===== config.mk =====
export PLATFORM = sky130hd
export DESIGN_NAME = tpd_cmd_top
export DESIGN_NICKNAME = d
export VERILOG_FILES = /design/src/shared/tpd_pkg.sv /design/src/shared/tpd_stream_if.sv /design/src/design/tpd_cmd_top.sv /design/src/design/tpd_pos_fmt.sv /design/src/design/tpd_byte_sender.sv
export SDC_FILE = /design/constraint.sdc
export NUM_CORES = 1
export LEC_CHECK = 0
export BUFFER_PORTS_ARGS = -buffer_cell sky130_fd_sc_hd__buf_2
export CAP_MARGIN = 20
export CORE_MARGIN = 2
export CORE_UTILIZATION = 40
export CTS_BUF_LIST = sky130_fd_sc_hd__clkbuf_8
export CTS_CLUSTER_SIZE = 14
export DETAILED_ROUTE_END_ITERATION = 7
export GPL_ROUTABILITY_DRIVEN = 1
export SLEW_MARGIN = 5
export SYNTH_ARGS = -nofsm -noshare
export SYNTH_HDL_FRONTEND = slang
export SYNTH_SLANG_ARGS = --single-unit

===== constraint.sdc =====
create_clock -name clk -period 5.33 [get_ports clk]
set_input_delay 0 -clock clk [delete_from_list [all_inputs] [get_ports clk]]
set_output_delay 0 -clock clk [all_outputs]
set_load 0.01 [all_outputs]

===== src/shared/tpd_pkg.sv =====
// constants for the tape position and diagnostic command block
package tpd_pkg;
    // ----------------------------------------------------------------
    // operation codes and status answers
    // ----------------------------------------------------------------
    localparam logic [7:0] OP_POS_QUERY = 8'h34;
    localparam logic [7:0] OP_DIAG_FETCH = 8'h1c;
    localparam logic [7:0] ST_GOOD = 8'h00;
    localparam logic [7:0] ST_CHECK = 8'h02;
    localparam logic [3:0] SK_NONE = 4'h0;
    localparam logic [3:0] SK_NOT_READY = 4'h2;
    localparam logic [3:0] SK_ILLEGAL = 4'h5;
    localparam logic [7:0] ASC_NONE = 8'h00;
    localparam logic [7:0] ASC_NO_MEDIUM = 8'h3a;
    localparam logic [7:0] ASC_BAD_OPCODE = 8'h20;
    localparam logic [7:0] ASC_BAD_FIELD = 8'h24;
    localparam logic [7:0] ASC_INCOMPAT = 8'h30;
    localparam logic [7:0] ASCQ_NONE = 8'h00;
    // ----------------------------------------------------------------
    // command block field positions
    // ----------------------------------------------------------------
    localparam int BLOCK_NUMBER_TYPE_BIT = 0;
    localparam int TRACE_DUMP_SELECT_BIT = 7;
    // ----------------------------------------------------------------
    // response layout and lengths
    // ----------------------------------------------------------------
    localparam logic [15:0] POS_RESP_LEN = 16'h0014;
    localparam int AT_PARTITION_START_BIT = 7;
    localparam int NEAR_PARTITION_END_BIT = 6;
    localparam int POSITION_UNKNOWN_BIT = 2;
    localparam logic [15:0] TRACE_LEN = 16'h0500;
    localparam logic [15:0] DIAG_HDR_LEN = 16'h0004;
    localparam logic [15:0] SELFTEST_PARAM_LEN = 16'h0001;
    localparam logic [7:0] PAGE_POWER_ON = 8'h90;
    localparam logic [7:0] PAGE_FULL_TEST = 8'h91;
    localparam logic [7:0] PAGE_MEM_DUMP = 8'h94;
    localparam logic [7:0] CODE_PASS = 8'h00;
    // ----------------------------------------------------------------
    // register byte addresses
    // ----------------------------------------------------------------
    localparam logic [3:0] REG_CDB_LO = 4'h0;
    localparam logic [3:0] REG_CDB_HI = 4'h4;
    localparam logic [3:0] REG_CTRL = 4'h8;
    localparam logic [3:0] REG_STATUS = 4'hc;
    // ----------------------------------------------------------------
    // command sequencer states
    // ----------------------------------------------------------------
    typedef enum logic [1:0] {TPD_IDLE, TPD_DECODE, TPD_SEND, TPD_FINISH} tpd_state_e;
endpackage


===== src/shared/tpd_stream_if.sv =====
// byte stream carrier between command sequencer and data-in sender
`timescale 1ns/1ps
interface tpd_stream_if;
    logic start; // one-cycle pulse that launches a transfer
    logic [15:0] count; // bytes to send, smaller of allocation and available for a fetch, fixed length for a position query
    logic [15:0] index; // index of the byte the sender wants next
    logic [7:0] srcByte; // byte at index, looked up by the sequencer
    logic busy; // transfer in progress, high from the start pulse
    modport ctl (output start, output count, output srcByte, input index, input busy);
    modport snd (input start, input count, input srcByte, output index, output busy);
endinterface


===== src/design/tpd_cmd_top.sv =====
// command interpreter for position query and diagnostic-results fetch
// --------------------------------------------------------------------
// Notes on behaviour
// position query reports position, never moves tape
// legacy-format tape rejects query as illegal request
// no cartridge: not ready, 3Ah/00h
// block type 0 reports logical block number
// position query returns its data block
// byte 0 bit 7 flags partition start
// byte 0 bit 6 flags near partition end
// byte 0 bit 2 flags position unknown
// partition field 1 first, 0 second/none
// bytes 4-7 give next block address
// query after immediate rewind may show old position
// last block and buffer counts read zero
// opcode 1Ch fetches diagnostics, 16-bit allocation
// CDB byte 5 bit 7 picks trace
// zero allocation sends nothing, no error
// data-in ends at smaller of allocation, available
// initiator allocates page length plus four
// initiator allocates 500h for the trace
// initiator fetches right after self-test, reserved
// page code 90h, 91h or 94h
// self-test parameter 00h pass, else symptom code
// trace dump holds 1280 bytes
// last self-test outcome kept until replaced
// multi-byte position fields are big-endian
// --------------------------------------------------------------------
//
// Design decisions made here: the Avalon-MM slave port and the placing of the registers.
`timescale 1ns/1ps
module tpd_cmd_top (
    input wire logic clk,
    input wire logic reset_n,
    // avalon-mm slave
    input wire logic [3:0] address,
    input wire logic read,
    input wire logic write,
    input wire logic [31:0] writedata,
    output logic [31:0] readdata,
    output logic waitrequest,
    // drive state
    input wire logic cartridgePresent,
    input wire logic legacyFormat,
    input wire logic positionKnown,
    input wire logic atPartitionStart,
    input wire logic nearPartitionEnd,
    input wire logic dualPartition,
    input wire logic inFirstPartition,
    input wire logic [31:0] nextBlockAddr,
    // self-test outcome
    input wire logic selfTestDone,
    input wire logic [7:0] selfTestPage,
    input wire logic [7:0] selfTestCode,
    input wire logic [15:0] dumpLength,
    // trace / dump memory read port (combinational read)
    output logic [15:0] memAddr,
    output logic memTraceSel,
    input wire logic [7:0] memData,
    // data-in phase
    output logic dataInValid,
    output logic [7:0] dataInByte,
    input wire logic dataInReady
);
    import tpd_pkg::*;

    // ----------------------------------------------------------------
    // declarations
    // ----------------------------------------------------------------
    tpd_stream_if strm ();

    tpd_state_e stateFf; // sequencer state
    logic ackFf; // bus answer cycle
    logic [47:0] cdbFf; // command block, byte 0 in bits 7:0
    logic doneFf; // command finished, sticky
    logic [7:0] statusFf; // status byte of last command
    logic [3:0] senseKeyFf; // sense key of last command
    logic [7:0] ascFf; // additional sense code
    logic [7:0] ascqFf; // additional sense qualifier
    logic startFf; // sender launch pulse
    logic [15:0] countFf; // cut transfer length
    logic pageValidFf; // a self-test outcome is held
    logic [7:0] pageCodeFf; // held page code
    logic [7:0] pageParamFf; // held pass/fail code
    logic [15:0] pageLenFf; // held page length field

    logic busTake; // bus access completes this edge
    logic goWrite; // software launches the command
    logic [7:0] opcode; // command byte 0
    logic traceSel; // trace selected in the fetch
    logic [15:0] allocLen; // fetch allocation length
    logic [15:0] availLen; // bytes the fetch could return
    logic [7:0] posByte; // position response byte at index
    logic [7:0] pageByte; // diagnostic page byte at index
    logic [15:0] diagIdx; // parameter index past the page header

    // ----------------------------------------------------------------
    // avalon-mm slave
    // ----------------------------------------------------------------
    // every access waits one cycle, then completes
    assign waitrequest = (read || write) && !ackFf;
    assign busTake = (read || write) && ackFf;
    assign goWrite = write && ackFf && (address == REG_CTRL) && writedata[0];

    // answer cycle toggles in behind each request
    always_ff @(posedge clk or negedge reset_n) begin
        if (!reset_n) begin
            ackFf <= 1'b0;
        end else begin
            ackFf <= (read || write) && !ackFf;
        end
    end

    // read data loaded in the wait cycle, stands at the taking edge
    always_ff @(posedge clk or negedge reset_n) begin
        if (!reset_n) begin
            readdata <= 32'h0000_0000;
        end else if ((read && !ackFf)) begin
            unique case (address)
                REG_CDB_LO: readdata <= cdbFf[31:0];
                REG_CDB_HI: readdata <= {16'h0000, cdbFf[47:32]};
                REG_STATUS: readdata <= {ascqFf, ascFf, statusFf, 2'b00,
                                         senseKeyFf, (stateFf != TPD_IDLE), doneFf};
                default: readdata <= 32'h0000_0000; // control and unmapped read zero
            endcase
        end
    end

    // command block registers, writable only while idle
    always_ff @(posedge clk or negedge reset_n) begin
        if (!reset_n) begin
            cdbFf <= 48'h0;
        end else if (write && ackFf && stateFf == TPD_IDLE) begin
            if (address == REG_CDB_LO) begin
                cdbFf[31:0] <= writedata;
            end else if (address == REG_CDB_HI) begin
                cdbFf[47:32] <= writedata[15:0];
            end
        end
    end

    // ----------------------------------------------------------------
    // command decode
    // ----------------------------------------------------------------
    assign opcode = cdbFf[7:0];
    assign traceSel = cdbFf[40 + TRACE_DUMP_SELECT_BIT]; //
    assign allocLen = {cdbFf[31:24], cdbFf[39:32]}; // bytes 3 and 4, high first

    // available bytes: full trace, or held page plus its header
    always_comb begin
        if (traceSel) begin
            availLen = TRACE_LEN; //
        end else if (pageValidFf) begin
            availLen = pageLenFf + DIAG_HDR_LEN;
        end else begin
            availLen = 16'h0000;
        end
    end

    // ----------------------------------------------------------------
    // self-test outcome store
    // ----------------------------------------------------------------
    // kept across fetches until the next self-test replaces it
    always_ff @(posedge clk or negedge reset_n) begin
        if (!reset_n) begin
            pageValidFf <= 1'b0;
            pageCodeFf <= PAGE_POWER_ON;
            pageParamFf <= CODE_PASS;
            pageLenFf <= 16'h0000;
        end else if (selfTestDone) begin
            pageValidFf <= 1'b1;
            pageCodeFf <= selfTestPage; //
            pageParamFf <= selfTestCode; // 00h pass, else symptom
            pageLenFf <= (selfTestPage == PAGE_MEM_DUMP) ? dumpLength : SELFTEST_PARAM_LEN;
        end
    end

    // ----------------------------------------------------------------
    // response byte sources
    // ----------------------------------------------------------------
    // block number only, no motion request leaves this block
    // address reported as the drive gives it, even mid-rewind
    tpd_pos_fmt u_pos_fmt (
        .index(strm.index),
        .atStart(atPartitionStart),
        .nearEnd(nearPartitionEnd),
        .posUnknown(!positionKnown),
        .dualPartition(dualPartition),
        .inFirstPartition(inFirstPartition),
        .nextBlockAddr(nextBlockAddr),
        .respByte(posByte)
    );

    assign diagIdx = strm.index - DIAG_HDR_LEN;
    assign memTraceSel = traceSel;
    assign memAddr = traceSel ? strm.index : diagIdx;

    // diagnostic page: code, reserved, length, then parameters
    always_comb begin
        unique case (strm.index)
            16'h0000: pageByte = pageCodeFf;
            16'h0001: pageByte = 8'h00;
            16'h0002: pageByte = pageLenFf[15:8];
            16'h0003: pageByte = pageLenFf[7:0];
            default: pageByte = (pageCodeFf == PAGE_MEM_DUMP) ? memData : pageParamFf;
        endcase
    end

    // pick the source for the running command
    always_comb begin
        if (opcode == OP_POS_QUERY) begin
            strm.srcByte = posByte;
        end else if (traceSel) begin
            strm.srcByte = memData;
        end else begin
            strm.srcByte = pageByte;
        end
    end

    assign strm.start = startFf;
    assign strm.count = countFf;

    tpd_byte_sender u_sender (
        .clk(clk),
        .reset_n(reset_n),
        .strm(strm),
        .dataInValid(dataInValid),
        .dataInByte(dataInByte),
        .dataInReady(dataInReady)
    );

    // ----------------------------------------------------------------
    // command sequencer
    // ----------------------------------------------------------------
    always_ff @(posedge clk or negedge reset_n) begin
        if (!reset_n) begin
            stateFf <= TPD_IDLE;
        end else begin
            unique case (stateFf)
                TPD_IDLE: if (goWrite) stateFf <= TPD_DECODE;
                TPD_DECODE: stateFf <= startFf ? TPD_SEND : TPD_FINISH;
                TPD_SEND: if (!strm.busy) stateFf <= TPD_FINISH;
                TPD_FINISH: stateFf <= TPD_IDLE;
            endcase
        end
    end

    // launch pulse and cut length, prepared on entry to decode
    always_ff @(posedge clk or negedge reset_n) begin
        if (!reset_n) begin
            startFf <= 1'b0;
            countFf <= 16'h0000;
        end else if (goWrite && stateFf == TPD_IDLE) begin
            if (opcode == OP_POS_QUERY) begin
                // errors are checked in decode; start only when clean
                startFf <= cartridgePresent && !legacyFormat &&
                           !cdbFf[8 + BLOCK_NUMBER_TYPE_BIT]; //
                countFf <= POS_RESP_LEN; //
            end else if (opcode == OP_DIAG_FETCH) begin
                // smaller of allocation and available
                countFf <= (allocLen < availLen) ? allocLen : availLen;
                startFf <= (allocLen != 16'h0000) && (availLen != 16'h0000); //
            end else begin
                startFf <= 1'b0;
                countFf <= 16'h0000;
            end
        end else begin
            startFf <= 1'b0;
        end
    end

    // status and sense, fixed in decode
    always_ff @(posedge clk or negedge reset_n) begin
        if (!reset_n) begin
            statusFf <= ST_GOOD;
            senseKeyFf <= SK_NONE;
            ascFf <= ASC_NONE;
            ascqFf <= ASCQ_NONE;
        end else if (stateFf == TPD_DECODE) begin
            statusFf <= ST_GOOD;
            senseKeyFf <= SK_NONE;
            ascFf <= ASC_NONE;
            ascqFf <= ASCQ_NONE;
            if (opcode == OP_POS_QUERY) begin
                if (!cartridgePresent) begin
                    statusFf <= ST_CHECK; //
                    senseKeyFf <= SK_NOT_READY;
                    ascFf <= ASC_NO_MEDIUM;
                end else if (legacyFormat) begin
                    statusFf <= ST_CHECK; //
                    senseKeyFf <= SK_ILLEGAL;
                    ascFf <= ASC_INCOMPAT;
                end else if (cdbFf[8 + BLOCK_NUMBER_TYPE_BIT]) begin
                    statusFf <= ST_CHECK; // vendor block number absent
                    senseKeyFf <= SK_ILLEGAL;
                    ascFf <= ASC_BAD_FIELD;
                end
            end else if (opcode != OP_DIAG_FETCH) begin
                statusFf <= ST_CHECK; // unknown operation code
                senseKeyFf <= SK_ILLEGAL;
                ascFf <= ASC_BAD_OPCODE;
            end
        end
    end

    // done flag: finish sets it, a new launch clears it; set wins
    always_ff @(posedge clk or negedge reset_n) begin
        if (!reset_n) begin
            doneFf <= 1'b0;
        end else if (stateFf == TPD_FINISH) begin
            doneFf <= 1'b1;
        end else if (goWrite && stateFf == TPD_IDLE) begin
            doneFf <= 1'b0;
        end
    end

    // ----------------------------------------------------------------
    // checks
    // ----------------------------------------------------------------
    a_no_medium_sense: assert property (@(posedge clk) disable iff (!reset_n)
        (stateFf == TPD_DECODE && opcode == OP_POS_QUERY && !cartridgePresent) |=>
        (statusFf == ST_CHECK && senseKeyFf == SK_NOT_READY && ascFf == ASC_NO_MEDIUM
         && ascqFf == ASCQ_NONE))
        else $error("missing cartridge not reported as not ready");
    a_legacy_reject: assert property (@(posedge clk) disable iff (!reset_n)
        (stateFf == TPD_DECODE && opcode == OP_POS_QUERY && cartridgePresent
         && legacyFormat) |=> (statusFf == ST_CHECK && senseKeyFf == SK_ILLEGAL))
        else $error("legacy tape not rejected");
    a_error_no_data: assert property (@(posedge clk) disable iff (!reset_n)
        (stateFf == TPD_DECODE && !startFf) |=> !dataInValid [*2])
        else $error("data sent on a failed command");
    a_zero_alloc_good: assert property (@(posedge clk) disable iff (!reset_n)
        (stateFf == TPD_DECODE && opcode == OP_DIAG_FETCH && allocLen == 16'h0000)
        |-> !startFf ##1 (statusFf == ST_GOOD))
        else $error("zero allocation mishandled");
    a_cut_length: assert property (@(posedge clk) disable iff (!reset_n)
        (stateFf == TPD_DECODE && opcode == OP_DIAG_FETCH) |->
        (countFf <= allocLen && countFf <= availLen))
        else $error("transfer longer than allocation or data");
    a_unknown_flag: assert property (@(posedge clk) disable iff (!reset_n)
        (stateFf == TPD_SEND && opcode == OP_POS_QUERY && strm.index == 16'h0000)
        |-> (posByte[POSITION_UNKNOWN_BIT] == !positionKnown))
        else $error("position unknown flag wrong");
    a_zero_fields: assert property (@(posedge clk) disable iff (!reset_n)
        (strm.index >= 16'h0008 && strm.index < POS_RESP_LEN) |-> (posByte == 8'h00))
        else $error("unsupported position field not zero");
    a_partition_field: assert property (@(posedge clk) disable iff (!reset_n)
        (strm.index == 16'h0001 && !dualPartition) |-> (posByte == 8'h00))
        else $error("partition number nonzero on unpartitioned tape");
    a_done_after_send: assert property (@(posedge clk) disable iff (!reset_n)
        (stateFf == TPD_SEND && !strm.busy) |=> (stateFf == TPD_FINISH) ##1 doneFf)
        else $error("command did not complete after data phase");
endmodule


===== src/design/tpd_pos_fmt.sv =====
// byte lookup for the position query response
`timescale 1ns/1ps
module tpd_pos_fmt
(
    input wire logic [15:0] index,
    input wire logic atStart,
    input wire logic nearEnd,
    input wire logic posUnknown,
    input wire logic dualPartition,
    input wire logic inFirstPartition,
    input wire logic [31:0] nextBlockAddr,
    output logic [7:0] respByte
);
    import tpd_pkg::*;
    // ----------------------------------------------------------------
    // byte selection
    // ----------------------------------------------------------------
    // position flags, partition number and block address, big-endian
    always_comb begin
        respByte = 8'h00; // last block and buffer counts stay zero
        unique case (index)
            16'h0000: begin
                respByte[AT_PARTITION_START_BIT] = atStart; //
                respByte[NEAR_PARTITION_END_BIT] = nearEnd; //
                respByte[POSITION_UNKNOWN_BIT] = posUnknown; //
            end
            // first partition reads 1, second or unpartitioned reads 0
            16'h0001: respByte = {7'h00, dualPartition & inFirstPartition};
            16'h0004: respByte = nextBlockAddr[31:24]; //
            16'h0005: respByte = nextBlockAddr[23:16];
            16'h0006: respByte = nextBlockAddr[15:8];
            16'h0007: respByte = nextBlockAddr[7:0];
            default: respByte = 8'h00;
        endcase
    end
endmodule


===== src/design/tpd_byte_sender.sv =====
// data-in phase sender: streams a fixed count of bytes with back-pressure
`timescale 1ns/1ps
module tpd_byte_sender (
    input wire logic clk,
    input wire logic reset_n,
    tpd_stream_if.snd strm,
    output logic dataInValid,
    output logic [7:0] dataInByte,
    input wire logic dataInReady
);
    import tpd_pkg::*;

    logic activeFf; // transfer running
    logic [15:0] idxFf; // next byte index to fetch
    logic [15:0] countFf; // bytes in this transfer
    logic validFf; // output byte holds data
    logic [7:0] byteFf; // output byte

    logic slotFree; // output register may take a new byte
    logic more; // bytes left to fetch

    assign slotFree = !validFf || dataInReady;
    assign more = activeFf && (idxFf < countFf);
    assign strm.index = idxFf;
    assign strm.busy = strm.start || activeFf;
    assign dataInValid = validFf;
    assign dataInByte = byteFf;

    // ----------------------------------------------------------------
    // transfer bookkeeping
    // ----------------------------------------------------------------
    // phase ends once the cut count has gone out
    always_ff @(posedge clk or negedge reset_n) begin
        if (!reset_n) begin
            activeFf <= 1'b0;
            idxFf <= 16'h0000;
            countFf <= 16'h0000;
        end else if (strm.start) begin
            activeFf <= 1'b1;
            idxFf <= 16'h0000;
            countFf <= strm.count;
        end else if (more && slotFree) begin
            idxFf <= idxFf + 16'h0001;
        end else if (activeFf && !more && !validFf) begin
            activeFf <= 1'b0; // last byte accepted
        end
    end

    // ----------------------------------------------------------------
    // output byte register
    // ----------------------------------------------------------------
    always_ff @(posedge clk or negedge reset_n) begin
        if (!reset_n) begin
            validFf <= 1'b0;
            byteFf <= 8'h00;
        end else if (more && slotFree) begin
            validFf <= 1'b1;
            byteFf <= strm.srcByte;
        end else if (dataInReady) begin
            validFf <= 1'b0; // byte taken, nothing new
        end
    end
endmodule


Word level (Yosys, flattened, before mapping)
Cells that the tools add are included.
{ "word_totals": {"word_cells": 132, "output_inout_bits": 59, "inputBits": 121, "register_bits": 196} }
{ "op_classes": {"n_reduce_logical": 37, "bitwise": 2, "n_eq_ne": 21, "order_cmp": 2, "mux": 47, "n_addsub": 3} }
{ "op_table": {"columns": ["op", "count"], "rows": [
  ["$mux 16", 9],
  ["$pmux 32 s3", 1],
  ["$eq 16x3->1 const B", 4],
  ["$mux 8", 5],
  ["$eq 16x2->1 const B", 2],
  ["$lt 16x16->1", 2],
  ["$pmux 8 s4", 1],
  ["$reduce_bool 16->1", 2],
  ["$mux 6", 4],
  ["$pmux 2 s5", 2],
  ["$add 16x1->16 const B", 1],
  ["$add 16x3->16 const B", 1],
  ["$eq 16x1->1 const B", 1],
  ["$eq 8x8->1 const B", 2],
  ["$logic_not 16->1", 1],
  ["$sub 16x3->16 const B", 1],
  ["$logic_and 1x1->1", 14],
  ["$mux 2", 6],
  ["$mux 3", 4],
  ["$pmux 3 s4", 1],
  ["$mux 1", 11],
  ["$reduce_bool 2->1", 5],
  ["$eq 4x4->1 const B", 2],
  ["$eq 8x5->1 const B", 1],
  ["other kinds (17)", 29]
]} }

Depth between registers and ports, before layout
{ "logic_depth": {"depth_word": 8, "ltp_mapped": 15, "ltp_nobuf": 14} }

Modules after synthesis
Synthesis repeated with hierarchy kept, for this count alone.
{ "unflattened": {"hier_cells": 1008, "area_unflattened_um2": 9930.8} }
{ "by_module_without_submodules": {"columns": ["module", "area_per_inst_um2", "cells_per_inst", "instances", "seq_area_each_um2"], "rows": [
  ["tpd_cmd_top", 7325.8, 749, 1, 3505.9],
  ["tpd_byte_sender", 2214.6, 217, 1, 1051.0],
  ["tpd_pos_fmt", 390.4, 42, 1, 0.0]
]} }

Worst setup path before layout
No wires, ideal clock.
{ "synth_timing": {"kind": "register -> register", "from": "register pageLenFf[5]", "to": "register countFf[2]", "required_time_ns": 5.204, "setup_time_ns": 0.126, "period_less_slack_ns": 3.150, "path_stages_with_launch": 15, "path_slack_ns": 2.180, "n_path_buf": 0, "arrival_time_ns": 3.024, "cell_sequence": "dfrtp_1 > and3_1 > nand4_1 > or3_1 > xnor2_1 > nor2_1 > inv_1 > ha_1 > nand3_1 > nor2_1 > o2111ai_1 > a32oi_2 > nor2_4 > and3_1 > o32a_1"} }
{ "synth_between": {"elab_chain_len": 7} }
{ "synth_lines": {"columns": ["element", "line", "rtl"], "rows": [
  ["start: declaration", "tpd_cmd_top.sv:85", "logic [15:0] pageLenFf;"],
  ["start signal: assignment", "tpd_cmd_top.sv:174", "pageLenFf <= (selfTestPage == PAGE_MEM_DUMP) ? dumpLength : SELFTEST_PARAM_LEN;"],
  ["$add 16x3->16", "tpd_cmd_top.sv:154", "availLen = pageLenFf + DIAG_HDR_LEN;"],
  ["$mux 16", "tpd_cmd_top.sv:153", "end else if (pageValidFf) begin"],
  ["$mux 16", "tpd_cmd_top.sv:151", "if (traceSel) begin"],
  ["$lt 16x16->1", "tpd_cmd_top.sv:261", "countFf <= (allocLen < availLen) ? allocLen : availLen;"],
  ["$mux 16", "tpd_cmd_top.sv:261", null],
  ["$mux 16", "tpd_cmd_top.sv:259", "end else if (opcode == OP_DIAG_FETCH) begin"],
  ["$mux 16", "tpd_cmd_top.sv:254", "if (opcode == OP_POS_QUERY) begin"],
  ["end signal: assignment", "tpd_cmd_top.sv:261", null],
  ["end: declaration", "tpd_cmd_top.sv:81", "logic [15:0] countFf;"]
]} }
No other way between the ends.
A chain may end at the register's enable or synchronous reset.

Final worst setup path
{ "layout_timing": {"from": "register cdbFf[47]", "to": "register countFf[4]"} }
{ "layout_between": {"elab_chain_len": 5} }
{ "layout_lines": {"columns": ["element", "line", "rtl"], "rows": [
  ["start: declaration", "tpd_cmd_top.sv:74", "logic [47:0] cdbFf;"],
  ["start signal: assignment", "tpd_cmd_top.sv:137", "cdbFf[47:32] <= writedata[15:0];"],
  ["$mux 16 *", "tpd_cmd_top.sv:151", null],
  ["$lt 16x16->1", "tpd_cmd_top.sv:261", null],
  ["$mux 16 *", "tpd_cmd_top.sv:261", null],
  ["$mux 16 *", "tpd_cmd_top.sv:259", null],
  ["$mux 16 *", "tpd_cmd_top.sv:254", null]
]} }
Mark *: on every way between the ends. The rest lies on a longest branch, timed or not.

==> metrics list <==
- Largest net degree at the start of global routing: 117
- STA puts the critical path data required time at 5690 ps.
* Boundary Pins: 180
- Measured against its own limit, the worst slew margin works out to 35.02%.
- Counting distinct cell types in the post-synthesis netlist gives 74.
- Dividing total power by cell area gives a power density of 264.3 nW/µm².
- CP Class: flop to flop
- # diodes: 0
- Summing the sequential cell areas from Yosys gives 46.23% of the chip area.
- The critical path contains buffers and inverters numbering 2 combined.
- TritonCTS built the clock tree.
- Slowest-stage cell, CP: sky130_fd_sc_hd__dfrtp_1
- The clock passes through at most 2 buffers.
- Summing every instance area after synthesis gives 9857 µm².
* Flops & latches, synth: 182
- Cells with a size suffix above 1 make up 25.64% of the layout.
* Final weighted congestion of routability-driven global placement: 0.9090
* Tot GR Track Use: 22.02%
- Cells after Synth: 1006
- Leaving out fill and tap cells, the most frequent cell in the layout is sky130_fd_sc_hd__dfrtp_1.
* Pin slew with the least headroom to its limit: 965.7 ps
- The initial utilization of the core area, before any placement, comes to 40.65%.
- Counting flops with a built-in enable in the synthesized netlist gives 0.
- The internal portion of the total power is 2.171 mW.
* Post-CTS Resized: 0
- Setup repair after global routing missed its margin: false
- FFs w/ async S/R, synth: 100.0%
* Total number of yosys warnings: 0
- Number of iterations in the first detailed-routing pass: 8
* FF+latch area: 4557 µm²
- The wire-length estimate of the detail-placed layout is 20030 µm.
* Placeable core region: 24250 µm²
- For this run, the leading register cell type out of synthesis is sky130_fd_sc_hd__dfrtp_1.
* Arrival time of the worst setup path: 4230 ps
* Status: finished, violations left
- Final WL: 28260 µm
- Die span in y: 161.0 µm
- Synth-to-Final Area Change: 24.42%
- The number of slew-limit violations in the final report was 0.
- Max IR drop VDD: 0.1460 mV
- Post-detailed-route wirelength per cell: 17.89 µm
* Clock network fraction of total power: 29.1%
- CTS placed an instance of sky130_fd_sc_hd__clkbuf_8 at the clock tree root.
- By area the synthesized netlist is led by sky130_fd_sc_hd__dfrtp_1, sky130_fd_sc_hd__mux2_2, sky130_fd_sc_hd__ha_1.
- Tmin final: 3873 ps
* Total Die Area: 25910 µm²
* Relative contribution of combinational cells to total power: 20.2%
* Clock latency of the later-clocked register in the worst-skew pair: 480 ps
* Clock transition at the registers of the reported paths: 110 ps
* Class of the most critical hold timing path: input port to asynchronous set/reset pin
- In this run the cell area measured after placement is 11050 µm².
- Adding up every negative setup slack in the final design gives 0 ps.
* Number of routed nets with antenna violations: 0
- At the end of the flow, the number of nets in the layout was 1406.
* Area share of the largest cell type after synthesis: 45.70%
- Num Clock Sinks: 182
- From left edge to right edge, the die measures 161.0 µm.
- Overall power consumption after layout is estimated at 3.241 mW.
- Antenna violations before repair: 0
- Vias in the first global route: 8397
- The finished cells cover 12260 µm².
- Synthesized Nets: 1169
- Fin. Hold Viols: 0
- After detailed routing, the number of remaining DRC violations is 2.
* Violated checks: DRC
- In this run, flip-flops and latches consume 50.6% of the power.
- Total global routing overflow: 0
* Via density: 5.385
- In this run, the number of DRC markers left after iteration 0 of detailed routing was 605.
- Net switching is 33.02% of the power.
- The number of clock buffers added by TritonCTS is 17.
* Multi-input combinational cell area: 4851 µm²
- Of all nets on the critical path, the largest fanout is 17.
* Commonest cells after routing, fill and taps aside: sky130_fd_sc_hd__dfrtp_1, sky130_fd_sc_hd__buf_2, sky130_fd_sc_hd__nand2_1
- Summed over all instances, the cell type with the most area after synthesis is sky130_fd_sc_hd__dfrtp_1.
- Count of H-tree levels built during CTS: 4
- Cell leakage power: 5.445 nW
- STA classifies the critical path endpoint as a flop.
- Hold timing on the final database bottoms out at a slack of 62.53 ps.
- Ratio of final minimum period to clock period: 72.66%
- STA classifies the critical path startpoint as a flop.
* Finish-stage setup viols: 0
- The first global-routing pass estimated 45320 µm of wire.
- Mean area per synthesized cell: 9.798 µm²
- Traced cell by cell, the critical path runs through inv_1, nand2_1, nor2_1, inv_1, ha_1, nand3_1, nor2_1, o2111ai_1, a32oi_2, nor2_4, and3_1, o32a_1.
* Port Buffer Count: 179
- Fmax: 258.2 MHz
- Row count: 57
* Number of maximum-capacitance violations: 0
- Largest delay share family, worst path: simple AND/OR/NAND/NOR gates
- Total vias in the final route: 8509
* Max stage delay on crit path: 630 ps
- In this run the power spent charging and discharging nets is 1.070 mW.
- Final setup skew: 14.26 ps
- The layout has 2286 filler cells.
==> path summary, 6_finish.rpt <==
check	startpoint	endpoint	slack [ps]	cells after the start
max in group asynchronous	reset_n	senseKeyFf[0]$_DFFE_PN0N_	4170	3
worst max-delay path	cdbFf[47]$_DFFE_PN0P_	countFf[4]$_DFFE_PN0P_	1460	12
worst max register to register	cdbFf[47]$_DFFE_PN0P_	countFf[4]$_DFFE_PN0P_	1460	12
worst min-delay path	reset_n	u_sender.dataInByte[6]$_DFFE_PN0P_	60	2
min in group clk	selfTestDone	pageLenFf[0]$_DFFE_PN0P_	90	3
worst min register to register	readdata[29]$_DFFE_PN0P_	readdata[29]$_DFFE_PN0P_	480	2
==> cell usage after synthesis (3+ instances only) <==
cell                       number
sky130_fd_sc_hd__nor3b_1        4
sky130_fd_sc_hd__nand2_1      140
sky130_fd_sc_hd__nor2_1        33
sky130_fd_sc_hd__nor3_1        14
sky130_fd_sc_hd__a31o_2         3
sky130_fd_sc_hd__and2_1         4
sky130_fd_sc_hd__and3_1         7
sky130_fd_sc_hd__o31ai_1       10
sky130_fd_sc_hd__a31oi_1        3
sky130_fd_sc_hd__ha_1          42
sky130_fd_sc_hd__xnor2_1       15
sky130_fd_sc_hd__clkbuf_1      40
sky130_fd_sc_hd__nor4b_1        3
sky130_fd_sc_hd__nor4_1        12
sky130_fd_sc_hd__buf_2          7
sky130_fd_sc_hd__a21oi_1       46
sky130_fd_sc_hd__nand3_1       16
sky130_fd_sc_hd__inv_1         64
sky130_fd_sc_hd__buf_1          4
sky130_fd_sc_hd__o211ai_1       3
sky130_fd_sc_hd__nand2b_1       9
sky130_fd_sc_hd__a222oi_1       6
sky130_fd_sc_hd__nor3b_2        3
sky130_fd_sc_hd__a22oi_1       34
sky130_fd_sc_hd__and4_1         5
sky130_fd_sc_hd__mux2_2        75
sky130_fd_sc_hd__xor2_1         6
sky130_fd_sc_hd__or4_1          9
sky130_fd_sc_hd__a21o_1        12
sky130_fd_sc_hd__nand4_1       15
sky130_fd_sc_hd__nor2b_1        7
sky130_fd_sc_hd__mux2i_1       14
sky130_fd_sc_hd__a41oi_1        3
sky130_fd_sc_hd__o21ai_0      104
sky130_fd_sc_hd__dfrtp_1      180
==> metal layers <==
metal | GRT usage [%] | vias to the layer above | wire [µm]
met3 | 2.876 | 27 | 1162
met5 | 0 | - | 0
met1 | 31.16 | 4180 | 13200
met2 | 35.76 | 213 | 13470
li1 | - | 4089 | -
met4 | 6.128 | 0 | 430
==> cell families after synthesis <==
| group | share of synthesized area [%] |
|---|---|
| flip-flops | 46.23 |
| AO/OA/AOI/OAI | 16.37 |
| AND/OR/NAND/NOR | 15.38 |
| XOR/XNOR | 1.866 |
| buffers and inverters | 4.823 |
| adder cells (fa/ha/maj) | 5.331 |
| multiplexers | 9.990 |
==> flip-flops by register name, summed over array words and instances (netlist names), 8 cells and up <==
name                 cells
cdbFf                   48
countFf                 16
pageCodeFf               8
pageLenFf               16
pageParamFf              8
readdata                32
u_sender.countFf        16
u_sender.dataInByte      8
u_sender.strm.index     16
==> repair_timing <==
item,in CTS,in global routing
hold endpoints to repair,160,0
hold buffers,82,0
buffers inserted,0,0
==> power by group through the flow <==
stage,sequential (mW),combinational (mW),clock (mW)
floorplan,1.61,0.427,0
global placement,1.66,0.595,0
detailed placement,1.67,0.601,0
CTS,1.64,0.654,0.965
global route,1.66,0.732,1.02
finish,1.64,0.656,0.944
==> metrics by stage <==
stage                     util (%)  instances  setup WS (ps)
after detailed placement     45.57       1466           1569
after global routing         50.58       1580           1201
after global placement       45.57       1466           1639
after floorplan                  -       1006           2180
after CTS                    50.58       1580           1535
final                        50.58       1580           1457
==> layout make-up <==
cell class | instances | share of cell area [%]
tap | 324 | 3.305
timing repair buffer | 272 | 14.82
sequential | 182 | 37.16
multi-input combinational | 706 | 39.55
clock buffer | 17 | 1.908
clock inverter | 15 | 1.296
inverter | 64 | 1.959
Note: power is estimated with default switching activity, not from simulation.
